$ cat config.mk
export PLATFORM = sky130hd
export DESIGN_NAME = uhfd_top
export DESIGN_NICKNAME = d
export VERILOG_FILES = /design/src/shared/uhfd_pkg.sv /design/src/hdl/uhfd_top.sv
export VERILOG_INCLUDE_DIRS = /design/src /design/src/shared
export SDC_FILE = /design/constraint.sdc
export NUM_CORES = 1
export LEC_CHECK = 0
export ABC_AREA = 1
export BUFFER_PORTS_ARGS = -buffer_cell sky130_fd_sc_hd__buf_2
export CAP_MARGIN = 30
export CORE_MARGIN = 2
export CORE_UTILIZATION = 42
export DETAILED_ROUTE_END_ITERATION = 7
export PLACE_DENSITY = 0.72
export RECOVER_POWER = 100
export SKIP_CTS_REPAIR_TIMING = 1
export SLEW_MARGIN = 20
export SYNTH_ARGS = -nofsm -noshare
export SYNTH_HDL_FRONTEND = slang
export SYNTH_SLANG_ARGS = --single-unit
$ cat constraint.sdc
create_clock -name aclk -period 4.4 [get_ports aclk]
set_input_delay 0.88 -clock aclk [delete_from_list [all_inputs] [get_ports aclk]]
set_output_delay 0.88 -clock aclk [all_outputs]
set_load 0.01 [all_outputs]
$ cat src/shared/uhfd_map.svh
/*
   offsets, field positions, reset values and timing counts of the
   frame interval / done queue block; assumes byte addressing on a 32-bit bus.
*/
// How it works
// when a transfer descriptor completes, the current done queue head goes into its link field.
// then the head takes the completed descriptor address in bits 31 to 4.
// each copy of the head out to the host communication area clears the head to zero; a completion in the same cycle loads the head instead.
// the head is copied out to the host communication area once per frame, at frame start.
// a 14-bit frame interval in bits 13 to 0 sets the bit times between frame starts.
// reset puts the frame interval back to its nominal 11,999 (0x2EDF).
// software saves the interval before a controller reset and may write it back later.
// software may trim the interval at each frame start by rewriting the field.
// software inverts the toggle bit 31 whenever it loads a new interval.
// at each frame start the 15-bit budget in bits 30 to 16 loads the packet counter.
// the packet counter is the most bits one transaction may move without overrun.
// software computes the budget value; the block never derives it.
// the counter falls per bit time and no transaction larger than what is left starts.
`ifndef UHFD_MAP_SVH
`define UHFD_MAP_SVH
`define UHFD_OFS_DONE_HEAD   8'h30
`define UHFD_OFS_FRAME_INT   8'h34
`define UHFD_IVL_RESET       14'h2EDF
`define UHFD_IVL_LSB         0
`define UHFD_IVL_MSB         13
`define UHFD_LP_LSB          16
`define UHFD_LP_MSB          30
`define UHFD_TGL_BIT         31
`define UHFD_HEAD_LSB        4
`define UHFD_CLK_HZ          40000000
`define UHFD_BIT_HZ          12000000
`endif

$ cat src/shared/uhfd_pkg.sv
/*
   types of the frame interval / done queue block; assumes uhfd_map.svh alongside.
*/
package uhfd_pkg;
   typedef enum logic [1:0] {
      UHFD_OKAY   = 2'b00,
      UHFD_SLVERR = 2'b10
   } uhfd_resp_t;
endpackage

$ cat src/hdl/uhfd_top.sv
/*
   done queue head and frame interval registers with the frame timer and
   largest packet budget counter behind them, on an AXI4-Lite slave.
   assumes bit_tick is a one-cycle enable per full-speed bit time from a divider
   on aclk, and that desc_done, desc_addr, tx_req and tx_bits are driven on aclk.
*/
// Added by the designer: register access over AXI4-Lite.
`timescale 1ns/1ps
`include "uhfd_map.svh"
module uhfd_top
   import uhfd_pkg::*;
(
   input  wire logic        aclk,
   input  wire logic        aresetn,
   input  wire logic [7:0]  s_axi_awaddr,
   input  wire logic        s_axi_awvalid,
   output logic             s_axi_awready,
   input  wire logic [31:0] s_axi_wdata,
   input  wire logic [3:0]  s_axi_wstrb,
   input  wire logic        s_axi_wvalid,
   output logic             s_axi_wready,
   output logic [1:0]       s_axi_bresp,
   output logic             s_axi_bvalid,
   input  wire logic        s_axi_bready,
   input  wire logic [7:0]  s_axi_araddr,
   input  wire logic        s_axi_arvalid,
   output logic             s_axi_arready,
   output logic [31:0]      s_axi_rdata,
   output logic [1:0]       s_axi_rresp,
   output logic             s_axi_rvalid,
   input  wire logic        s_axi_rready,
   input  wire logic        bit_tick,
   input  wire logic        desc_done,
   input  wire logic [31:0] desc_addr,
   output logic             link_wr_valid,
   output logic [31:0]      link_wr_addr,
   output logic [31:0]      link_wr_data,
   output logic             area_wr_valid,
   output logic [31:0]      area_wr_data,
   output logic             frame_start,
   input  wire logic        tx_req,
   input  wire logic [14:0] tx_bits,
   output logic             tx_grant,
   output logic [14:0]      budget_left
);
   function automatic logic [31:0] strb_merge(input logic [31:0] old_v,
                                              input logic [31:0] new_v,
                                              input logic [3:0]  strb);
      logic [31:0] r;
      r = old_v;
      for (int i = 0; i < 4; i++) begin
         if (strb[i]) begin
            r[i*8 +: 8] = new_v[i*8 +: 8];
         end
      end
      return r;
   endfunction

   // bus state
   logic              aw_have_q, aw_have_d, w_have_q, w_have_d;
   logic [7:0]        aw_addr_q, aw_addr_d;
   logic [31:0]       w_data_q, w_data_d;
   logic [3:0]        w_strb_q, w_strb_d;
   logic              bvalid_q, bvalid_d, rvalid_q, rvalid_d;
   uhfd_resp_t        bresp_q, bresp_d, rresp_q, rresp_d;
   logic [31:0]       rdata_q, rdata_d;
   // register and timing state
   logic [27:0]       head_q, head_d;
   logic [13:0]       ivl_q, ivl_d;
   logic [14:0]       lpb_q, lpb_d;
   logic              tgl_q, tgl_d;
   logic [13:0]       fcnt_q, fcnt_d;
   logic [14:0]       lp_q, lp_d;
   logic              lwv_q, lwv_d, hwv_q, hwv_d, sof_q, sof_d, grant_q, grant_d;
   logic [31:0]       lwa_q, lwa_d, lwd_q, lwd_d, hwd_q, hwd_d;
   logic              do_write, sof_evt;
   logic [31:0]       ivl_word, head_word, wr_val;
   logic              awrdy_q, awrdy_d, wrdy_q, wrdy_d, arrdy_q, arrdy_d;

   assign ivl_word  = {tgl_q, lpb_q, 2'b00, ivl_q};
   assign head_word = {head_q, 4'h0};
   assign do_write = aw_have_q && w_have_q && !bvalid_q;
   assign sof_evt = bit_tick && (fcnt_q == 14'h0000);

   always_comb begin
      aw_have_d = aw_have_q;
      w_have_d  = w_have_q;
      aw_addr_d = aw_addr_q;
      w_data_d  = w_data_q;
      w_strb_d  = w_strb_q;
      bvalid_d  = bvalid_q;
      bresp_d   = bresp_q;
      rvalid_d  = rvalid_q;
      rresp_d   = rresp_q;
      rdata_d   = rdata_q;
      if (s_axi_awvalid && s_axi_awready) begin
         aw_have_d = 1'b1;
         aw_addr_d = s_axi_awaddr;
      end
      if (s_axi_wvalid && s_axi_wready) begin
         w_have_d = 1'b1;
         w_data_d = s_axi_wdata;
         w_strb_d = s_axi_wstrb;
      end
      if (do_write) begin
         aw_have_d = 1'b0;
         w_have_d  = 1'b0;
         bvalid_d  = 1'b1;
         bresp_d   = (aw_addr_q == `UHFD_OFS_DONE_HEAD || aw_addr_q == `UHFD_OFS_FRAME_INT)
                     ? UHFD_OKAY : UHFD_SLVERR;
      end else if (bvalid_q && s_axi_bready) begin
         bvalid_d = 1'b0;
      end
      if (s_axi_arvalid && s_axi_arready) begin
         rvalid_d = 1'b1;
         rresp_d  = UHFD_OKAY;
         unique case (s_axi_araddr)
            `UHFD_OFS_DONE_HEAD: rdata_d = head_word;
            `UHFD_OFS_FRAME_INT: rdata_d = ivl_word;
            default: begin
               rdata_d = 32'h0000_0000;
               rresp_d = UHFD_SLVERR;
            end
         endcase
      end else if (rvalid_q && s_axi_rready) begin
         rvalid_d = 1'b0;
      end
      // readies register the next held flags, so the ports stay flop-driven
      awrdy_d = !aw_have_d && !bvalid_d;
      wrdy_d  = !w_have_d && !bvalid_d;
      arrdy_d = !rvalid_d;
   end

   always_comb begin
      ivl_d   = ivl_q;
      lpb_d   = lpb_q;
      tgl_d   = tgl_q;
      head_d  = head_q;
      wr_val  = 32'h0000_0000;
      if (do_write && aw_addr_q == `UHFD_OFS_FRAME_INT) begin
         // interval trims take effect at the next reload, so a frame never shortens mid-count
         wr_val  = strb_merge(ivl_word, w_data_q, w_strb_q);
         ivl_d   = wr_val[`UHFD_IVL_MSB:`UHFD_IVL_LSB];
         lpb_d   = wr_val[`UHFD_LP_MSB:`UHFD_LP_LSB];
         tgl_d   = wr_val[`UHFD_TGL_BIT];
      end
      if (do_write && aw_addr_q == `UHFD_OFS_DONE_HEAD) begin
         wr_val = strb_merge(head_word, w_data_q, w_strb_q);
         head_d = wr_val[31:`UHFD_HEAD_LSB];
      end
      if (sof_evt) begin
         head_d = 28'h000_0000;
      end
      // a completion wins over both the clear and a software write
      if (desc_done) begin
         head_d = desc_addr[31:`UHFD_HEAD_LSB];
      end
   end

   always_comb begin
      fcnt_d  = fcnt_q;
      lp_d    = lp_q;
      sof_d   = sof_evt;
      lwv_d   = desc_done;
      lwa_d   = desc_done ? {desc_addr[31:`UHFD_HEAD_LSB], 4'h0} : lwa_q;
      lwd_d   = desc_done ? head_word : lwd_q;
      hwv_d   = sof_evt;
      hwd_d   = sof_evt ? head_word : hwd_q;
      grant_d = tx_req && (tx_bits <= lp_q);
      if (sof_evt) begin
         fcnt_d = ivl_q;
         lp_d   = lpb_q;
      end else if (bit_tick) begin
         fcnt_d = fcnt_q - 14'h0001;
         if (lp_q != 15'h0000) begin
            lp_d = lp_q - 15'h0001;
         end
      end
   end

   always_ff @(posedge aclk) begin
      if (!aresetn) begin
         aw_have_q <= 1'b0;
         w_have_q  <= 1'b0;
         aw_addr_q <= 8'h00;
         w_data_q  <= 32'h0000_0000;
         w_strb_q  <= 4'h0;
         bvalid_q  <= 1'b0;
         bresp_q   <= UHFD_OKAY;
         rvalid_q  <= 1'b0;
         rresp_q   <= UHFD_OKAY;
         rdata_q   <= 32'h0000_0000;
         head_q    <= 28'h000_0000;
         ivl_q     <= `UHFD_IVL_RESET;
         lpb_q     <= 15'h0000;
         tgl_q     <= 1'b0;
         fcnt_q    <= `UHFD_IVL_RESET;
         lp_q      <= 15'h0000;
         sof_q     <= 1'b0;
         lwv_q     <= 1'b0;
         lwa_q     <= 32'h0000_0000;
         lwd_q     <= 32'h0000_0000;
         hwv_q     <= 1'b0;
         hwd_q     <= 32'h0000_0000;
         grant_q   <= 1'b0;
         awrdy_q   <= 1'b1;
         wrdy_q    <= 1'b1;
         arrdy_q   <= 1'b1;
      end else begin
         aw_have_q <= aw_have_d;
         w_have_q  <= w_have_d;
         aw_addr_q <= aw_addr_d;
         w_data_q  <= w_data_d;
         w_strb_q  <= w_strb_d;
         bvalid_q  <= bvalid_d;
         bresp_q   <= bresp_d;
         rvalid_q  <= rvalid_d;
         rresp_q   <= rresp_d;
         rdata_q   <= rdata_d;
         head_q    <= head_d;
         ivl_q     <= ivl_d;
         lpb_q     <= lpb_d;
         tgl_q     <= tgl_d;
         fcnt_q    <= fcnt_d;
         lp_q      <= lp_d;
         sof_q     <= sof_d;
         lwv_q     <= lwv_d;
         lwa_q     <= lwa_d;
         lwd_q     <= lwd_d;
         hwv_q     <= hwv_d;
         hwd_q     <= hwd_d;
         grant_q   <= grant_d;
         awrdy_q   <= awrdy_d;
         wrdy_q    <= wrdy_d;
         arrdy_q   <= arrdy_d;
      end
   end

   assign s_axi_awready = awrdy_q;
   assign s_axi_wready  = wrdy_q;
   assign s_axi_arready = arrdy_q;
   assign s_axi_bvalid  = bvalid_q;
   assign s_axi_bresp   = bresp_q;
   assign s_axi_rvalid  = rvalid_q;
   assign s_axi_rresp   = rresp_q;
   assign s_axi_rdata   = rdata_q;
   assign link_wr_valid = lwv_q;
   assign link_wr_addr  = lwa_q;
   assign link_wr_data  = lwd_q;
   assign area_wr_valid = hwv_q;
   assign area_wr_data  = hwd_q;
   assign frame_start   = sof_q;
   assign tx_grant      = grant_q;
   assign budget_left   = lp_q;
endmodule

* Word-level counts from Yosys, hierarchy flattened
Cells that the tools add are included.
** Storage, ports and cells
- Register bits :: 261
- Bits in latches :: 0
- Memory bits (writable) :: 0
- ROM bits :: 0
- Memories :: 0
** Operators by class
- Add/subtract/negate cells :: 2
- Multiply operators :: 0
- Div/mod/pow operators :: 0
- $lt $le $gt $ge :: 1
- Eq/ne operators :: 4
- Shift-type cells :: 0
- Muxes and demuxes :: 23
- Bitwise logic cells :: 0
- Reductions and logical operators :: 38
** Operators by type and width (number)
- 2-to-1 mux 28 bit :: 3
- case mux 32 bit (2 select lines) :: 1
- 2-to-1 mux 15 bit :: 3
- equality test 8 x 6 -> 1 bit, second input constant :: 4
- 2-to-1 mux 8 bit :: 4
- 2-to-1 mux 14 bit :: 2
- AND reduction 2 bit :: 9
- less-or-equal comparator 15 bit :: 1
- nonzero test 15 bit :: 1
- nonzero test 3 bit :: 5
- subtractor 15 x 1 -> 15 bit, second input constant :: 1
- zero test 14 bit :: 1
- subtractor 14 x 1 -> 14 bit, second input constant :: 1
- logical AND 1 bit :: 13
- 2-to-1 mux 1 bit :: 8
- zero test 1 bit :: 5
- 2-to-1 mux 2 bit :: 2
- nonzero test 2 bit :: 2
- OR reduction 2 bit :: 1
- logical OR 1 bit :: 1

* Longest topological paths before layout
Gate-level depths: netlist of run 1.
- Depth after elaboration :: 6
- Depth in mapped cells :: 13
- Mapped depth without buffers :: 12

* Least setup slack after synthesis of run 1
Ideal clock, no wire load.
- Path kind :: input to register
- Start point :: input port s_axi_araddr[1]
- End point :: register rdata_q[12] (netlist: s_axi_rdata[12])
- Arrival time :: 1.937 ns
- Data required time :: 4.344 ns
- Setup slack :: 2.407 ns
- Cell stages on the path :: 9
- Path buffers :: 1
- Cell sequence :: nor2_1 inv_1 or2_4 nor3b_4 buf_6 nand2_1 nand3_1 nand2_1 inv_1
** On the way
- Longest elaborated chain between the ends :: 2
- Elaborated cells on any way between the ends :: 3
** RTL lines
- start, declared :: RTL line uhfd_top.sv:25 : input wire logic [7:0] s_axi_araddr,
- equality test 8 x 6 -> 1 bit :: RTL line uhfd_top.sv:117 : unique case (s_axi_araddr)
- case mux 32 bit (2 select lines) (*) :: RTL line uhfd_top.sv:117
- end signal, assigned :: RTL line uhfd_top.sv:219 : rdata_q <= rdata_d;
- end, declared :: RTL line uhfd_top.sv:66 : logic [31:0] rdata_q, rdata_d;
Mark *: on every way between the ends. The rest lies on a longest branch, timed or not.
A chain may end at the register's enable or synchronous reset.

* Worst setup path in the final report of run 1
- Start point :: input port bit_tick
- End point :: register lp_q[13] (netlist: budget_left[13])
** On the way
- Longest elaborated chain between the ends :: 3
- Elaborated cells on any way between the ends :: 5
** RTL lines
- start, declared :: RTL line uhfd_top.sv:32 : input wire logic bit_tick,
- logical AND 1 bit :: RTL line uhfd_top.sv:83 : assign sof_evt = bit_tick && (fcnt_q == 14'h0000);
- nonzero test 2 bit (no source line)
- AND reduction 2 bit (no source line)
- end signal, assigned :: RTL line uhfd_top.sv:225 : lp_q <= lp_d;
- end, declared :: RTL line uhfd_top.sv:73 : logic [14:0] lp_q, lp_d;
Several ways; a longest one is shown, not always the timed one.

==> run metrics, run 1 <==
vias in the first global route=about 9500; startpoint types=input pin; Critical Setup Path Class=in -> reg; Max FO, Critical Path=between 50 and 60; post-synthesis cell count=1544; CTS tree=done; syn_area_per_cell=7.23 sq um; H-tree Lvls=1; final WL=31.7 mm; Max VDD drop=0.305 mV; TNS Setup=0 ps; DRC=0; Initial Util=between 40% and 50%; Final nets=between 1500 and 2000; layout cells sized above 1=9.72%; RePlAce Congestion=roughly 0.85; failing checks=capacitance limit, slew limit; initial antenna violation count=5; dominant synthesized flop cell=dfxtp_1; Worst path most repeated cell=nand2_1; min Tclk post-route=3220 ps; worst path bufs/invs=4; Num Clock Sinks=approximately 260; CP max-delay cell=clkbuf_1; initial DRC count=about 810; setup violators final=0; final global-route overflow total=0; TritonRoute pass-1 iters=5; post-detail-place hpwl=around 22 mm; final period utilization=approximately three quarters; Cell Rows=59; Crit path required time=4850 ps; Hold Path Class=reg -> reg; GRT Resource Usage Total=21.7%; synth unique cells=38; worst-skew pair later-pin latency=around 530 ps; Yosys top cell area share=a little under half; fin. max-slew vios=45; first-pass GRT wire length=49.8 mm; critical path cell sequence=clkbuf_1 -> nand2_1 -> clkinv_1 -> nand2_1 -> nor2_1 -> nand2_8 -> inv_1 -> buf_12 -> nand2_1 -> nand2_1 -> nand2_1 -> a21oi_1; Die Area=~0.028 sq mm; Synth Register Bits=about 260; via count=about 11000; Hold Fails Final Rpt=0; number of synthesis warnings=0; FFs w/ async S/R, synth=0%; Worst Path Arrival=approximately 3700 ps; Synth area leader=dfxtp_1; Pwr Density=approximately 430 mW/mm^2; setup repair after global routing missed its margin=no; Ports=roughly 270; Antenna Nets Post-Route=0; synth top area cells=dfxtp_1, nand2_1, a21oi_1, nor2_1, o21ai_0; number of max-cap violations=2; top-count cell post-synth=nand2_1; Die W=167 microns; Peak Freq=around 0.31 GHz; register area share after synthesis=a little under half; clock root buffer master=clkbuf_16; Via density=5.04; largest net degree at the start of global routing=180; Critical Path Sink Type=flip-flop; Layout area overhead=16.8%; Core Util, Final=approximately half; Post-synth EDFFs=0; Chip Height=167 microns; Leak=~5.8 nW; # port buffers=roughly 250; Slew headroom=-5.76%; clock skew=7.52 ps; CP top delay family=buffers and inverters; core area=about 0.026 sq mm; clock tree buffer depth=3; CP max stage delay=between 700 and 800 ps; detailed-route wire length per cell=~15 microns; CTS Buf Count=27; status=finished, violations left; clk slew on worst S/H paths=60 ps; Mapped Area=~0.011 sq mm; top post-synthesis cells by count=nand2_1, dfxtp_1, nor2_1; Worst-Margin Slew=around 1600 ps
## logic make-up (layout without fill, tap and decap cells)
logic type | after synthesis | in the layout | share of synthesized area [%]
and+or+nand+nor | 645 | 645 | 24.3
AOI/OAI and AO/OA | 386 | 386 | 17.7
DFF | 259 | 259 | 46.5
buffers and inverters | 230 | 433 | 9.15
adders and majority gates | 18 | 18 | 2.02
xor gates and xnor gates | 5 | 5 | 0.392
other | 1 | 17 | 0.0336
## state kept, by name, indices dropped and copies added, names as in the netlist, 4 cells and up
register and count:
s_axi_rdata 32, link_wr_addr 28, aw_addr_q 8, w_data_q 32
lpb_q 15, ivl_q 14, w_strb_q 4, fcnt_q 14
area_wr_data 28, budget_left 15, head_q 28, link_wr_data 28
## area by class of cell
type	instances	area, sq um
Fill cell	2626	13000
Sequential cell	259	5180
Multi-Input combinational cell	1068	4930
Timing Repair Buffer	256	1150
Clock buffer	33	728
Inverter	131	492
Tap cell	335	419
Clock inverter	13	129
Antenna cell	3	7.51
## tightest hold or removal path, stage by stage, from the launching register on
cell     delay [ps]
dfxtp_1         300
inv_1            60
a21oi_1          50
## stage by stage
stage / power, mW / cells / setup slack [ps] / hold WS [ps] / area [sq um]
3_5_place_dp: 3.47 / 2049 / 1430 / 448 / 12400
5_1_grt: 5.91 / 2098 / 908 / 481 / 13000
6_report: 5.64 / 2098 / 1180 / 459 / 13000
2_1_floorplan: 3.20 / 1557 / 2410 / 430 / 11200
4_1_cts: 5.70 / 2095 / 1970 / 458 / 13300
3_3_place_gp: 3.45 / 2047 / 1470 / 440 / 12400
## cells in the final DEF (no fill, tap or decap), types with 3 or more instances in the layout
cell type,count
nor2_2,5
nand2_2,3
dfxtp_1,259
or2_0,5
nor2_1,223
clkbuf_16,27
nand2_1,333
o21ai_1,23
o211ai_1,11
nand4_1,4
nand3_1,57
buf_2,101
xnor2_1,5
inv_1,126
diode_2,3
clkbuf_1,151
inv_2,3
clkbuf_8,3
ha_1,18
conb_1,14
o21ai_0,174
buf_4,3
clkinv_2,7
a21oi_1,175
## layer usage
layer	share of wire (%)	GRT usage (%)	wire length, microns	up-vias
met4	1.8	5.25	579	4
met5	0.098	0	31	-
li1	-	-	-	5358
met2	43	33.2	13600	352
met1	48	31.6	15200	4814
met3	7.3	3.90	2300	43
## worst paths after layout
path | from | endpoint | slack, ps | cells past startpoint
max reg2reg | fcnt_q[0] | budget_left[13] | 1670 | 13
min | w_data_q[15] | w_data_q[15] | 460 | 2
min reg2reg | w_data_q[15] | w_data_q[15] | 460 | 2
max | bit_tick | budget_left[13] | 1180 | 12
## report_power, final
group	total, mW	leakage, nW	internal [mW]	switching [mW]
clock network	2.23	0.426	1.29	0.941
logic	0.810	3.20	0.278	0.532
registers	2.60	2.13	2.49	0.104
(Power assumes the default switching activity.)
==> run 2: changes to the inputs <==
--- a/config.mk
+++ b/config.mk
@@ -12,7 +12,7 @@
 export CORE_MARGIN = 2
 export CORE_UTILIZATION = 42
 export DETAILED_ROUTE_END_ITERATION = 7
-export PLACE_DENSITY = 0.72
+export PLACE_DENSITY = 0.74
 export RECOVER_POWER = 100
 export SKIP_CTS_REPAIR_TIMING = 1
 export SLEW_MARGIN = 20
==> constraint.sdc (replaced) <==
create_clock -name aclk -period 2.9 [get_ports aclk]
set_input_delay 0.58 -clock aclk [delete_from_list [all_inputs] [get_ports aclk]]
set_output_delay 0.58 -clock aclk [all_outputs]
set_load 0.01 [all_outputs]
==> run 2 against run 1 <==
The flow still finishes with violations (capacitance limit, slew limit); critical path depth did not move; register-to-register slack got worse by 1200 ps; flip-flop and latch count did not move; non-clock buffer count rose by 2; setup slack got worse by 720 ps; worst hold slack got worse by 180 ps; combinational power rose by 52%; utilization rose by 0.59 points.
==> run metrics, run 2 (synthesis gave the netlist of run 1 again) <==
overall power=between 8 and 9 mW; fin. max-slew vios=around 270; Leak=around 5.8 nW; DP Area=around 0.012 sq mm; DRC=0; Critical Setup Path Class=reg -> reg; initial DRC count=roughly 760; setup violators final=0; R2R Path End=head_q[17]; vias in the first global route=a little under 10000; startpoint types=flip-flop; Design Area, Final=roughly 0.013 sq mm; Reg2Reg Setup Slack=around 460 ps; critical path cell sequence=inv_1 -> ha_1 -> nand2_1 -> clkinv_1 -> nand2_1 -> nor2_2 -> nand2_8 -> nand2_4 -> nor2_2 -> nand2_1 -> nand2_1 -> nor2_1; initial antenna violation count=4; CTS Buf Count=27; Crit path required time=approximately 3300 ps; final WL=about 32 mm; Die Area=around 0.028 sq mm; final cell count without fillers=around 2100; setup repair after global routing missed its margin=no; post-detail-place hpwl=around 23 mm; final global-route overflow total=0; TNS Setup=0 ps; Max VDD drop=0.473 mV; Hold Path Class=in -> reg; clock skew=roughly 13 ps; TritonRoute pass-1 iters=5; Critical Path Sink Type=flip-flop; CTS tree=done; detailed-route wire length per cell=15.0 microns; Die W=167 microns; clock tree buffer depth=3; Antenna Nets Post-Route=0; Via density=between 4 and 5; Max FO, Critical Path=42; failing checks=capacitance limit, slew limit; Worst Setup EP=head_q[17]; Num Clock Sinks=between 200 and 300; placed cells=just over 2000; clock root buffer master=clkbuf_16; Chip Height=approximately 170 microns; launch point of the worst reg-to-reg path=fcnt_q[0]; # port buffers=roughly 250; Pwr Density=around 680 mW/mm^2; Hold Fails Final Rpt=0; commonest non-fill, non-tap cell in the layout=nand2_1; Slew headroom=-16.0%; RePlAce Congestion=between 0.8 and 0.9; worst-case reg-to-reg path depth=12; final period utilization=between 80% and 90%; Peak Freq=between 0.4 and 0.5 GHz; Cell Rows=59; Worst path most repeated cell=nand2_1; core area=~0.026 sq mm; clk slew on worst S/H paths=60 ps; status=finished, violations left; H-tree Lvls=1; CP max-delay cell=nor2_2; worst-skew pair later-pin latency=between 500 and 600 ps; number of max-cap violations=2; Worst-Margin Slew=between 1500 and 2000 ps; GRT Resource Usage Total=a little over a fifth; CP max stage delay=590 ps; layout cells sized above 1=a little over a tenth; crit path launch=fcnt_q[0]; first-pass GRT wire length=~50 mm; Ports=approximately 270; Worst Path Arrival=2860 ps; min Tclk post-route=roughly 2400 ps; Initial Util=42.8%; via count=10500; Layout area overhead=18.2%; Final nets=1872; most frequent cells in the layout=nand2_1, dfxtp_1, nor2_1; largest net degree at the start of global routing=between 150 and 200
[run 2: cell count changes in the layout (fill, tap and decap cells not counted), sizes merged]
cell      previous run  this run
clkinvlp             1         2
buf                108       110
clkbuf             181       182
clkinv              11         9
bufinv               2         5
[run 2: area by class of cell]
type	instances	area, sq um
diodes	3	7.51
clock buffers	34	762
clock inverters	15	216
fillers	2607	12900
inverters	131	492
multi-input cells	1068	4960
flip-flops and latches	259	5180
well taps	335	419
repair buffers	258	1150
[run 2: power breakdown]
| group | total (mW) | leakage, nW | internal [mW] | switching (mW) |
|---|---|---|---|---|
| combinational | 1.23 | 3.21 | 0.424 | 0.809 |
| sequential | 3.94 | 2.13 | 3.78 | 0.159 |
| clock | 3.76 | 0.480 | 2.31 | 1.45 |
[run 2: through the flow]
stage	hold slack, ps	worst slack [ps]	utilization [%]
2_1_floorplan	430	1210	-
3_3_place_gp	440	648	47.8
3_5_place_dp	449	613	47.8
4_1_cts	271	582	51.6
5_1_grt	300	194	50.6
6_report	281	457	50.6
[run 2: worst max-delay path, delay by kind of cell (launching register included)]
kind | cells | cell delay (ps)
adders and majority gates | 1 | 230
DFF | 1 | 350
buffers and inverters | 2 | 160
and+or+nand+nor | 9 | 1580
[run 2: worst min path at each step]
stage          slack (ps)            to         start  cells past startpoint
2_1_floorplan         430  w_data_q[14]  w_data_q[14]                      2
5_1_grt               300      tx_grant        tx_req                      3
3_5_place_dp          450  w_data_q[15]  w_data_q[15]                      2
6_report              280      tx_grant        tx_req                      3
3_3_place_gp          440  w_data_q[15]  w_data_q[15]                      2
4_1_cts               270      tx_grant        tx_req                      3
[run 2: metal layers]
layer,up-vias,GRT usage (%),share of wire [%]
met5,-,0,0.022
met3,42,3.99,7.0
met1,4780,31.4,48
met4,2,5.40,1.5
met2,343,33.7,44
li1,5344,-,-
